`src/rtl/agpsb_pkg.sv`:
```
// Constants, codes and state encoding for the graphics port request target.
// Assumes a single 25 MHz clock; all pins are sampled into that domain.
package agpsb_pkg;

    // ************************************************************
    // Widths
    // ************************************************************
    localparam int AGPSB_AD_W = 32;
    localparam int AGPSB_HALF_W = 16;
    localparam int AGPSB_SB_W = 8;
    localparam int AGPSB_ST_W = 3;
    localparam int AGPSB_FIFO_DEPTH = 8;
    localparam int AGPSB_LVL_W = 4;

    // ************************************************************
    // Positions in the sampled pin vector
    // ************************************************************
    localparam int AGPSB_IN_AD_LSB = 0;
    localparam int AGPSB_IN_SB_LSB = 32;
    localparam int AGPSB_IN_HI_STB = 40;
    localparam int AGPSB_IN_LO_STB = 41;
    localparam int AGPSB_IN_SB_STB = 42;
    localparam int AGPSB_IN_REQ = 43;
    localparam int AGPSB_IN_RBF = 44;
    localparam int AGPSB_IN_PIPE = 45;
    localparam int AGPSB_IN_W = 46;

    // ************************************************************
    // Status codes and reset values
    // ************************************************************
    localparam logic [2:0] AGPSB_ST_RD_LOW = 3'h0;
    localparam logic [2:0] AGPSB_ST_RD_HIGH = 3'h1;
    localparam logic [2:0] AGPSB_ST_START = 3'h7;
    localparam logic AGPSB_RST_GRANT_N = 1'h1;
    localparam logic [45:0] AGPSB_RST_PINS = 46'h38_0000_0000_00;

    // Start grants only while the queue holds fewer than this many
    localparam logic [3:0] AGPSB_ROOM_LIMIT = 4'h4;

    typedef enum logic [1:0] {
        AGPSB_S_IDLE = 2'h0,
        AGPSB_S_GRANT = 2'h1,
        AGPSB_S_DRIVE = 2'h3,
        AGPSB_S_END = 2'h2
    } agpsb_state_e;

endpackage

```
`src/rtl/agpsb_target.sv`:
```
// Target side of a graphics port: request queueing, sideband capture,
// read flow control, grant/status and strobed data halves.
// Assumes master pins are asynchronous to clock and filtered here.
`timescale 1ns/100ps
module agpsb_target (
    input wire logic clock,
    input wire logic arst_n,
    input wire logic pipelined_req_n,
    input wire logic graphics_req_n,
    input wire logic read_buffer_full_n,
    input wire logic [agpsb_pkg::AGPSB_SB_W-1:0] sideband_addr,
    input wire logic sideband_strobe,
    input wire logic [agpsb_pkg::AGPSB_AD_W-1:0] graphics_addr_data_i,
    output logic [agpsb_pkg::AGPSB_AD_W-1:0] graphics_addr_data_o,
    output logic graphics_addr_data_oe,
    input wire logic low_half_data_strobe_i,
    output logic low_half_data_strobe_o,
    output logic low_half_data_strobe_oe,
    input wire logic high_half_data_strobe_i,
    output logic high_half_data_strobe_o,
    output logic high_half_data_strobe_oe,
    output logic graphics_grant_n,
    output logic [agpsb_pkg::AGPSB_ST_W-1:0] grant_status,
    output logic req_valid,
    input wire logic req_ready,
    output logic [agpsb_pkg::AGPSB_AD_W-1:0] req_data,
    output logic req_overflow,
    output logic sb_valid,
    output logic [agpsb_pkg::AGPSB_SB_W-1:0] sb_data,
    output logic wr_valid,
    output logic [agpsb_pkg::AGPSB_AD_W-1:0] wr_data,
    input wire logic rd_valid,
    input wire logic rd_high,
    input wire logic [agpsb_pkg::AGPSB_AD_W-1:0] rd_data,
    output logic rd_taken
);
    import agpsb_pkg::*;

    // ************************************************************
    // Pin sampling: three stages, change accepted when 2 and 3 agree
    // ************************************************************
    logic [AGPSB_IN_W-1:0] pins;
    logic [AGPSB_IN_W-1:0] s1_q, s2_q, s3_q, filt_q, filt_d;
    logic [AGPSB_IN_W-1:0] s1_d, s2_d, s3_d;

    assign pins = {pipelined_req_n, read_buffer_full_n, graphics_req_n, sideband_strobe,
                   low_half_data_strobe_i, high_half_data_strobe_i, sideband_addr, graphics_addr_data_i};

    genvar gi;
    generate
        for (gi = 0; gi < AGPSB_IN_W; gi++) begin : g_filt
            assign filt_d[gi] = (s2_q[gi] == s3_q[gi]) ? s3_q[gi] : filt_q[gi];
        end
    endgenerate

    always_comb begin
        s1_d = pins;
        s2_d = s1_q;
        s3_d = s2_q;
    end

    always_ff @(posedge clock or negedge arst_n) begin
        if (!arst_n) begin
            s1_q <= AGPSB_RST_PINS;
            s2_q <= AGPSB_RST_PINS;
            s3_q <= AGPSB_RST_PINS;
            filt_q <= AGPSB_RST_PINS;
        end else begin
            s1_q <= s1_d;
            s2_q <= s2_d;
            s3_q <= s3_d;
            filt_q <= filt_d;
        end
    end

    logic pipe_act, rbf_clear, req_act;
    logic [AGPSB_AD_W-1:0] ad_in;
    logic [AGPSB_SB_W-1:0] sb_in;
    assign pipe_act = !filt_q[AGPSB_IN_PIPE];
    assign rbf_clear = filt_q[AGPSB_IN_RBF];
    assign req_act = !filt_q[AGPSB_IN_REQ];
    assign ad_in = filt_q[AGPSB_IN_AD_LSB +: AGPSB_AD_W];
    assign sb_in = filt_q[AGPSB_IN_SB_LSB +: AGPSB_SB_W];

    // ************************************************************
    // Request queue
    // ************************************************************
    logic fifo_in_ready;
    logic [AGPSB_LVL_W-1:0] level;
    logic ovf_q, ovf_d;

    agpsb_fifo #(
        .WIDTH(AGPSB_AD_W),
        .DEPTH(AGPSB_FIFO_DEPTH)
    ) u_queue (
        .clock(clock),
        .arst_n(arst_n),
        .in_valid(pipe_act),
        .in_ready(fifo_in_ready),
        .in_data(ad_in),
        .out_valid(req_valid),
        .out_ready(req_ready),
        .out_data(req_data),
        .level(level)
    );

    always_comb begin
        ovf_d = ovf_q || (pipe_act && !fifo_in_ready);
    end

    // ************************************************************
    // Sideband and strobed write halves
    // ************************************************************
    logic sb_prev_q, lo_prev_q, hi_prev_q, sb_edge, lo_edge, hi_edge;
    logic sb_valid_q, sb_valid_d, wr_valid_q, wr_valid_d, lo_got_q, lo_got_d, hi_got_q, hi_got_d;
    logic [AGPSB_SB_W-1:0] sb_q, sb_d;
    logic [AGPSB_HALF_W-1:0] lo_q, lo_d, hi_q, hi_d;
    logic [AGPSB_AD_W-1:0] wr_q, wr_d;
    logic drive_q;

    always_comb begin
        sb_edge = filt_q[AGPSB_IN_SB_STB] && !sb_prev_q;
        lo_edge = filt_q[AGPSB_IN_LO_STB] && !lo_prev_q && !drive_q;
        hi_edge = filt_q[AGPSB_IN_HI_STB] && !hi_prev_q && !drive_q;
        sb_valid_d = sb_edge;
        sb_d = sb_edge ? sb_in : sb_q;
        lo_d = lo_edge ? ad_in[AGPSB_HALF_W-1:0] : lo_q;
        hi_d = hi_edge ? ad_in[AGPSB_AD_W-1:AGPSB_HALF_W] : hi_q;
        lo_got_d = lo_got_q || lo_edge;
        hi_got_d = hi_got_q || hi_edge;
        wr_valid_d = 1'b0;
        wr_d = wr_q;
        if (lo_got_d && hi_got_d) begin
            wr_valid_d = 1'b1;
            wr_d = {hi_d, lo_d};
            lo_got_d = 1'b0;
            hi_got_d = 1'b0;
        end
    end

    always_ff @(posedge clock or negedge arst_n) begin
        if (!arst_n) begin
            sb_prev_q <= 1'b0;
            lo_prev_q <= 1'b0;
            hi_prev_q <= 1'b0;
            sb_valid_q <= 1'b0;
            sb_q <= '0;
            lo_q <= '0;
            hi_q <= '0;
            lo_got_q <= 1'b0;
            hi_got_q <= 1'b0;
            wr_valid_q <= 1'b0;
            wr_q <= '0;
            ovf_q <= 1'b0;
        end else begin
            sb_prev_q <= filt_q[AGPSB_IN_SB_STB];
            lo_prev_q <= filt_q[AGPSB_IN_LO_STB];
            hi_prev_q <= filt_q[AGPSB_IN_HI_STB];
            sb_valid_q <= sb_valid_d;
            sb_q <= sb_d;
            lo_q <= lo_d;
            hi_q <= hi_d;
            lo_got_q <= lo_got_d;
            hi_got_q <= hi_got_d;
            wr_valid_q <= wr_valid_d;
            wr_q <= wr_d;
            ovf_q <= ovf_d;
        end
    end

    // ************************************************************
    // Grant, status and read return
    // ************************************************************
    agpsb_state_e state_q, state_d;
    logic gnt_n_q, gnt_n_d, oe_q, oe_d, stb_q, stb_d, taken_q, taken_d;
    logic [3:0] hist_q, hist_d;
    logic [AGPSB_ST_W-1:0] st_q, st_d;
    logic [AGPSB_AD_W-1:0] dout_q, dout_d;
    logic rd_ok, room;

    always_comb begin
        rd_ok = rd_valid && (rd_high || rbf_clear);
        room = level < AGPSB_ROOM_LIMIT;
        state_d = state_q;
        gnt_n_d = 1'b1;
        st_d = AGPSB_ST_START;
        oe_d = 1'b0;
        stb_d = 1'b0;
        taken_d = 1'b0;
        dout_d = dout_q;
        hist_d = {hist_q[2:0], oe_q};
        case (state_q)
            AGPSB_S_IDLE: begin
                if (rd_ok) begin
                    gnt_n_d = 1'b0;
                    st_d = rd_high ? AGPSB_ST_RD_HIGH : AGPSB_ST_RD_LOW;
                    dout_d = rd_data;
                    taken_d = 1'b1;
                    state_d = AGPSB_S_GRANT;
                end else if (req_act && room) begin
                    gnt_n_d = 1'b0;
                end
            end
            AGPSB_S_GRANT: begin
                oe_d = 1'b1;
                stb_d = 1'b1;
                state_d = AGPSB_S_DRIVE;
            end
            AGPSB_S_DRIVE: begin
                oe_d = 1'b1;
                state_d = AGPSB_S_END;
            end
            AGPSB_S_END: begin
                state_d = AGPSB_S_IDLE;
            end
            default: begin
                state_d = AGPSB_S_IDLE;
            end
        endcase
    end

    always_ff @(posedge clock or negedge arst_n) begin
        if (!arst_n) begin
            state_q <= AGPSB_S_IDLE;
            gnt_n_q <= AGPSB_RST_GRANT_N;
            st_q <= AGPSB_ST_START;
            oe_q <= 1'b0;
            stb_q <= 1'b0;
            taken_q <= 1'b0;
            dout_q <= '0;
            hist_q <= 4'h0;
        end else begin
            state_q <= state_d;
            gnt_n_q <= gnt_n_d;
            st_q <= st_d;
            oe_q <= oe_d;
            stb_q <= stb_d;
            taken_q <= taken_d;
            dout_q <= dout_d;
            hist_q <= hist_d;
        end
    end

    // Own strobes reach the filter late; ignore edges for a while after driving
    assign drive_q = oe_q || (hist_q != 4'h0);
    assign graphics_grant_n = gnt_n_q;
    assign grant_status = st_q;
    assign graphics_addr_data_o = dout_q;
    assign graphics_addr_data_oe = oe_q;
    assign low_half_data_strobe_o = stb_q;
    assign low_half_data_strobe_oe = oe_q;
    assign high_half_data_strobe_o = stb_q;
    assign high_half_data_strobe_oe = oe_q;
    assign rd_taken = taken_q;
    assign req_overflow = ovf_q;
    assign sb_valid = sb_valid_q;
    assign sb_data = sb_q;
    assign wr_valid = wr_valid_q;
    assign wr_data = wr_q;
endmodule

```
`src/rtl/agpsb_fifo.sv`:
```
// Request queue: synchronous FIFO with valid/ready on both sides.
// Assumes one clock; level reports the number of stored words.
`timescale 1ns/100ps
module agpsb_fifo #(
    parameter int WIDTH = 32,
    parameter int DEPTH = 8
) (
    input wire logic clock,
    input wire logic arst_n,
    input wire logic in_valid,
    output logic in_ready,
    input wire logic [WIDTH-1:0] in_data,
    output logic out_valid,
    input wire logic out_ready,
    output logic [WIDTH-1:0] out_data,
    output logic [$clog2(DEPTH):0] level
);
    localparam int AW = $clog2(DEPTH);

    logic [WIDTH-1:0] mem_q [DEPTH];
    logic [AW-1:0] wr_q, wr_d, rd_q, rd_d;
    logic [AW:0] cnt_q, cnt_d;
    logic push, pop;
    logic valid_q, valid_d;

    // ************************************************************
    // Pointers and count
    // ************************************************************
    always_comb begin
        push = in_valid && in_ready;
        pop = out_valid && out_ready;
        wr_d = push ? AW'(wr_q + 1'b1) : wr_q;
        rd_d = pop ? AW'(rd_q + 1'b1) : rd_q;
        cnt_d = cnt_q;
        if (push && !pop) begin
            cnt_d = (AW + 1)'(cnt_q + 1'b1);
        end else if (pop && !push) begin
            cnt_d = (AW + 1)'(cnt_q - 1'b1);
        end
        valid_d = (cnt_d != '0);
    end

    always_ff @(posedge clock or negedge arst_n) begin
        if (!arst_n) begin
            wr_q <= '0;
            rd_q <= '0;
            cnt_q <= '0;
            valid_q <= 1'b0;
        end else begin
            wr_q <= wr_d;
            rd_q <= rd_d;
            cnt_q <= cnt_d;
            valid_q <= valid_d;
        end
    end

    // ************************************************************
    // Storage
    // ************************************************************
    always_ff @(posedge clock) begin
        if (push) begin
            mem_q[wr_q] <= in_data;
        end
    end

    assign in_ready = (cnt_q != (AW + 1)'(DEPTH));
    assign out_valid = valid_q;
    assign out_data = mem_q[rd_q];
    assign level = cnt_q;

endmodule

```
`config.mk`:
```
export PLATFORM = sky130hd
export DESIGN_NAME = agpsb_target
export DESIGN_NICKNAME = d
export VERILOG_FILES = /design/src/rtl/agpsb_pkg.sv /design/src/rtl/agpsb_target.sv /design/src/rtl/agpsb_fifo.sv
export SDC_FILE = /design/constraint.sdc
export NUM_CORES = 1
export LEC_CHECK = 0
export ABC_AREA = 1
export BUFFER_PORTS_ARGS = -buffer_cell sky130_fd_sc_hd__buf_2
export CORE_MARGIN = 8
export CORE_UTILIZATION = 63
export DETAILED_ROUTE_END_ITERATION = 7
export PLACE_DENSITY = 0.84
export SLEW_MARGIN = 25
export SYNTH_ARGS = -nofsm -noshare
export SYNTH_HDL_FRONTEND = slang
export SYNTH_SLANG_ARGS = --single-unit
```
`constraint.sdc`:
```
create_clock -name clock -period 8.8 [get_ports clock]
set_input_delay 0.44 -clock clock [delete_from_list [all_inputs] [get_ports clock]]
set_output_delay 0.44 -clock clock [all_outputs]
set_load 0.01 [all_outputs]
```
# ---- Yosys cells after proc, flatten, opt, wreduce, memory -nomap -nowiden
# Memories as Yosys holds them, arrays and structs flattened.
# Index checks and enable logic that the tools add are counted.
dict set report word_totals {
  ff_bits 320
  inputBits 83
  out_inout_bits 118
  mem_bits_rw 256
  elab_cells 183
  mem_count 1
}
# name words width rd rd_clocked_by_memory_dff wr line_no
set mem_list {}
lappend mem_list {u_queue.mem_q 8 32 1 0 1 agpsb_fifo.sv:20} ;# logic [WIDTH-1:0] mem_q [DEPTH];
dict set report classes {
  muxes 21
  n_lt_le_gt_ge 1
  eq_ne 51
  n_reduce_logical 32
  add_sub_neg 4
}
# op count
set op_table {}
lappend op_table {{1-bit == test} 46}
lappend op_table {{16-bit two-way mux} 2}
lappend op_table {{1-bit logical AND} 13}
lappend op_table {{1-bit two-way mux} 13}
lappend op_table {{1-bit zero test} 9}
lappend op_table {{4-bit two-way mux} 2}
lappend op_table {{2-bit one-hot mux with 4 select lines} 1}
lappend op_table {{4-bit nonzero test} 2}
lappend op_table {{3-bit by 1-bit adder with 3-bit output (second input constant)} 2}
lappend op_table {{3-bit two-way mux} 2}
lappend op_table {{1-bit logical OR} 5}
lappend op_table {{4-bit by 1-bit adder with 4-bit output (second input constant)} 1}
lappend op_table {{2-bit == test (second input constant)} 2}
lappend op_table {{4-bit by 3-bit less-than comparator with 1-bit output (second input constant)} 1}
lappend op_table {{4-bit inequality test (second input constant)} 1}
lappend op_table {{4-bit by 1-bit subtractor with 4-bit output (second input constant)} 1}
lappend op_table {{2-bit by 1-bit == test with 1-bit output (second input constant)} 1}
lappend op_table {{2-bit zero test} 1}
lappend op_table {{2-bit two-way mux} 1}
lappend op_table {{2-bit inequality test (second input constant)} 1}
lappend op_table {{2-bit AND reduction} 1}
lappend op_table {{2-bit OR reduction} 1}

# ---- Depth between registers and ports, before layout
dict set report depth {
  depth_word 7
  depth_mapped 10
  depth_no_buf 10
}

# ---- Cells and area by module
# Synthesis repeated with hierarchy kept, for this count alone.
dict set report unflattened {
  cells_unflattened 1572
  hier_area_um2 20458.4
}
# module seq_area_each_um2 cells_each n_inst area_per_inst_um2
set by_module_without_submodules {}
lappend by_module_without_submodules {agpsb_fifo 7962.6 840 1 10580.1}
lappend by_module_without_submodules {agpsb_target 7726.2 732 1 9878.2}

# ---- Least setup slack after synthesis
# Ideal clock, no wire load.
dict set report synth_path {
  path_type {flip-flop to flip-flop}
  start {reg u_queue.cnt_q[0], in the netlist u_queue.level[0]}
  end {mem u_queue.mem_q[0][0], enable pin}
  setup_time_ps 421
  arrival_time_ps 2568
  required_time_ps 8379
  path_stages_with_launch 7
  synth_period_minus_slack_ps 2989
  setup_slack_ps 5811
  n_path_buf 0
  cell_sequence {dfrtp_1 inv_1 ha_1 nand3_2 nand2_1 or2_2 nor2_1}
}
dict set report synth_between {
  elab_chain_cells 4
}
# item line_no
set synth_lines {}
lappend synth_lines {{from (decl)} agpsb_fifo.sv:22} ;# logic [AW:0] cnt_q, cnt_d;
lappend synth_lines {{from (signal assigned)} agpsb_fifo.sv:52} ;# cnt_q <= cnt_d;
lappend synth_lines {{4-bit inequality test} agpsb_fifo.sv:66} ;# assign in_ready = (cnt_q != (AW + 1)'(DEPTH));
lappend synth_lines {{1-bit logical AND} agpsb_fifo.sv:30} ;# push = in_valid && in_ready;
lappend synth_lines {{1-bit two-way mux} agpsb_fifo.sv:61} ;# if (push) begin
lappend synth_lines {{1-bit two-way mux (implied by the code)} agpsb_fifo.sv:62} ;# mem_q[wr_q] <= in_data;
lappend synth_lines {{to (decl)} agpsb_fifo.sv:20}
# No other way between the ends.

# ---- Final worst setup path
dict set report layout_path {
  start {reg u_queue.rd_q[0]}
  end {out req_data[31] (netlist bit)}
}
dict set report layout_between {
  elab_chain_cells 1
}
# item line_no
set layout_lines {}
lappend layout_lines {{from (decl)} agpsb_fifo.sv:21} ;# logic [AW-1:0] wr_q, wr_d, rd_q, rd_d;
lappend layout_lines {{from (signal assigned)} agpsb_fifo.sv:51} ;# rd_q <= rd_d;
lappend layout_lines {{memory read 8 x 32 bit} -}
lappend layout_lines {{to (decl)} agpsb_target.sv:26} ;# output logic [agpsb_pkg::AGPSB_AD_W-1:0] req_data,
# No other way between the ends.

==> results.json <==
{
  "status": "finished clean",
  "p_seq_frac": 0.447,
  "antenna_cells": 0,
  "p_int_mw": 5.40,
  "dieArea_sq_um": 38100,
  "reg2reg_from": "u_queue.level[0]",
  "ios": 201,
  "wl_per_cell_um": 20.1,
  "cts_buffer_depth": 3,
  "syn_avg_cell_area_sq_um": 12.9,
  "cts_tree": "yes",
  "ys.warnings.count": 0,
  "post-place-cells": 2117,
  "grt_pass1_vias": 13700,
  "relSlewSlack": 0.398,
  "worst_pin_slew_ns": 0.903,
  "yosysSeqAreaShare": 0.774,
  "yosys-top-cells-area": "edfxtp_1 (38%), dfrtp_1 (38%), nand2_1 (7.6%)",
  "stdcell_count": 2265,
  "final_nets": 1905,
  "yosysUniqueCellTypes": 34,
  "r2r_end": "u_queue.mem_q[2][20]",
  "power_switching_mw": 2.64,
  "power_mw": 8.04,
  "drc": 0,
  "skew_ns": 0.0107,
  "drv_cap": 0,
  "synth_top_area_frac": 0.379,
  "via_count": 12900,
  "async_flop_share": 0.555,
  "grt_antenna_before_repair": 0,
  "post-route-period-util": 0.464,
  "clock-sinks": 575,
  "grt_max_degree": 97,
  "cts_buffers": 53,
  "cts_max_level": 2,
  "track_usage": 0.239,
  "synthCells": 1568,
  "whs_ns": 0.0793,
  "tns_ns": 0,
  "hold_path_end": "graphics_addr_data_o[22]",
  "startpoint_type": "flop",
  "setup_viol": 0,
  "cts_resized": 0,
  "root_buffer": "clkbuf_16",
  "grt_pass1_wl_um": 72700,
  "ys_ff_latch": 575,
  "cp.arrival_ns": 3.64,
  "synth_flop_cell": "dfrtp_1",
  "std_cell_rows": 65,
  "core_area_sq_um": 31600,
  "io_buffer_count": 200,
  "dr.pass1.iters": 6,
  "holdPathStages": 3,
  "max_clock_freq_mhz": 245,
  "peakVddDrop_uv": 234,
  "min_period_ns": 4.08,
  "final_cell_mix": "nand2_1 (408), dfrtp_1 (302), edfxtp_1 (256)",
  "rsz0062_at_grt": "false",
  "p_sw_frac": 0.329,
  "overflow": 0,
  "p_comb_frac": 0.260,
  "clk_pin_slew_ns": 0.06,
  "synthesis.nets": 1655,
  "dpl.hpwl_um": 26600,
  "die_x_um": 195,
  "ant_nets": 0,
  "power.leakage_nw": 10.4,
  "hold_viol_final": 0,
  "reg2reg_slack_ns": 6.05,
  "synth_edf_count": 256,
  "vias_per_cell": 5.71,
  "syn_area_sq_um": 20300,
  "crit_required_ns": 8.36,
  "clkPwrFrac": 0.294,
  "layout_commonest_cell": "nand2_1",
  "p_per_area_nw_per_um2": 334,
  "start_util": 0.640,
  "drt_wl_total_um": 45400,
  "area_growth_syn_to_layout_pct": 18.9,
  "place_congestion": 0.797,
  "finalMaxSlewViolations": 0,
  "cp_max_fo": 65,
  "dieHeight_um": 195,
  "yosysTopAreaCell": "edfxtp_1",
  "clock_latency_ns": 0.56,
  "hold_class": "input port to flop",
  "endpoint_kind": "output port",
  "r2r_cells": 7,
  "layout-drive-gt1-share": 0.185,
  "min_from": "rd_data[22]",
  "drt_iter0_drc": 1181,
  "critPathKind": "flop to output port"
}
## metal layers
layer / share of wire / wire length [um] / vias up / track usage
met2: 0.50 / 22800 / 745 / 0.407
met4: 0.027 / 1220 / 0 / 0.0786
met3: 0.10 / 4570 / 128 / 0.0640
li1: - / - / 5779 / -
met1: 0.37 / 16800 / 6275 / 0.297
met5: 0 / 0 / - / 0
## worst max-delay path, stage by stage (launching register included)
cell,delay (ns)
dfrtp_4,0.79
clkinv_2,0.86
buf_4,0.63
o21ai_0,0.36
a31oi_1,0.21
buf_2,0.19
## power by group through the flow
stage / Combinational [mW] / Clock [mW] / Sequential, mW
3_5_place_dp: 2.03 / 0 / 3.63
5_1_grt: 2.30 / 2.49 / 3.64
6_report: 2.09 / 2.36 / 3.59
2_1_floorplan: 1.21 / 0 / 3.60
4_1_cts: 2.09 / 2.39 / 3.59
3_3_place_gp: 1.91 / 0 / 3.61
## cells by family after synthesis
family	count (synthesis)	share of synthesized area
xor gates and xnor gates	4	0.00173
and+or+nand+nor	637	0.123
AOI/OAI and AO/OA	202	0.0522
adders and majority gates	50	0.0252
DFF	575	0.774
buffers and inverters	100	0.0232
## what timing repair did
item / CTS / global route
hold buffers: 47 / 0
buffers inserted: 0 / 0
hold endpoints to repair: 135 / 0
## sequential cells by signal (all words and copies together), names as in the netlist, 2 cells and up
register and flops:
hi_q 16, u_queue.level 4, hist_q 4, u_queue.wr_q 3
s2_q 46, s3_q 46, state_q 2, sb_data 8
filt_q 46, lo_q 16, graphics_addr_data_o 32, u_queue.mem_q 256
grant_status 2, wr_data 32, s1_q 46, u_queue.rd_q 3
## synth_stat cells, types with 3 or more instances
library cell  count
dfrtp_1         304
nor2_1          175
buf_1             3
a31oi_1          32
inv_1            23
o21ai_1          11
xor2_1            3
nand2_2           3
maj3_1           46
buf_4             6
edfxtp_1        256
nand2_1         408
nor2_2            4
dfstp_2          15
ha_1              4
a21oi_1          37
nand3_1          39
buf_2            35
clkbuf_1         25
buf_6             3
o21ai_0         120
## final cells by class
class | count | area [sq um]
Tap cell | 402 | 503
Timing Repair Buffer | 268 | 1780
Clock inverter | 20 | 251
Fill cell | 1782 | 7560
Sequential cell | 575 | 15700
Inverter | 27 | 108
Clock buffer | 80 | 1580
Multi-Input combinational cell | 893 | 4160
## per-stage QoR
stage / area, sq um / setup slack (ns) / util
global route: 24100 / 4.49 / 0.761
finish: 24100 / 4.72 / 0.761
global placement: 21600 / 5.56 / 0.682
detailed placement: 21700 / 5.41 / 0.687
CTS: 24000 / 4.76 / 0.760
floorplan: 20300 / 5.81 / -
## how the worst max path moves through the flow
stage,slack [ns],cells past startpoint,start,end
after detailed placement,5.41,7,u_queue.rd_q[0],req_data[31]
final,4.72,5,u_queue.rd_q[0],req_data[31]
after global placement,5.56,7,u_queue.rd_q[0],req_data[23]
after CTS,4.76,5,u_queue.rd_q[0],req_data[31]
after global routing,4.49,7,u_queue.rd_q[0],req_data[0]
after floorplan,5.81,6,u_queue.level[0],u_queue.mem_q[0][0]
(Power assumes the default switching activity.)
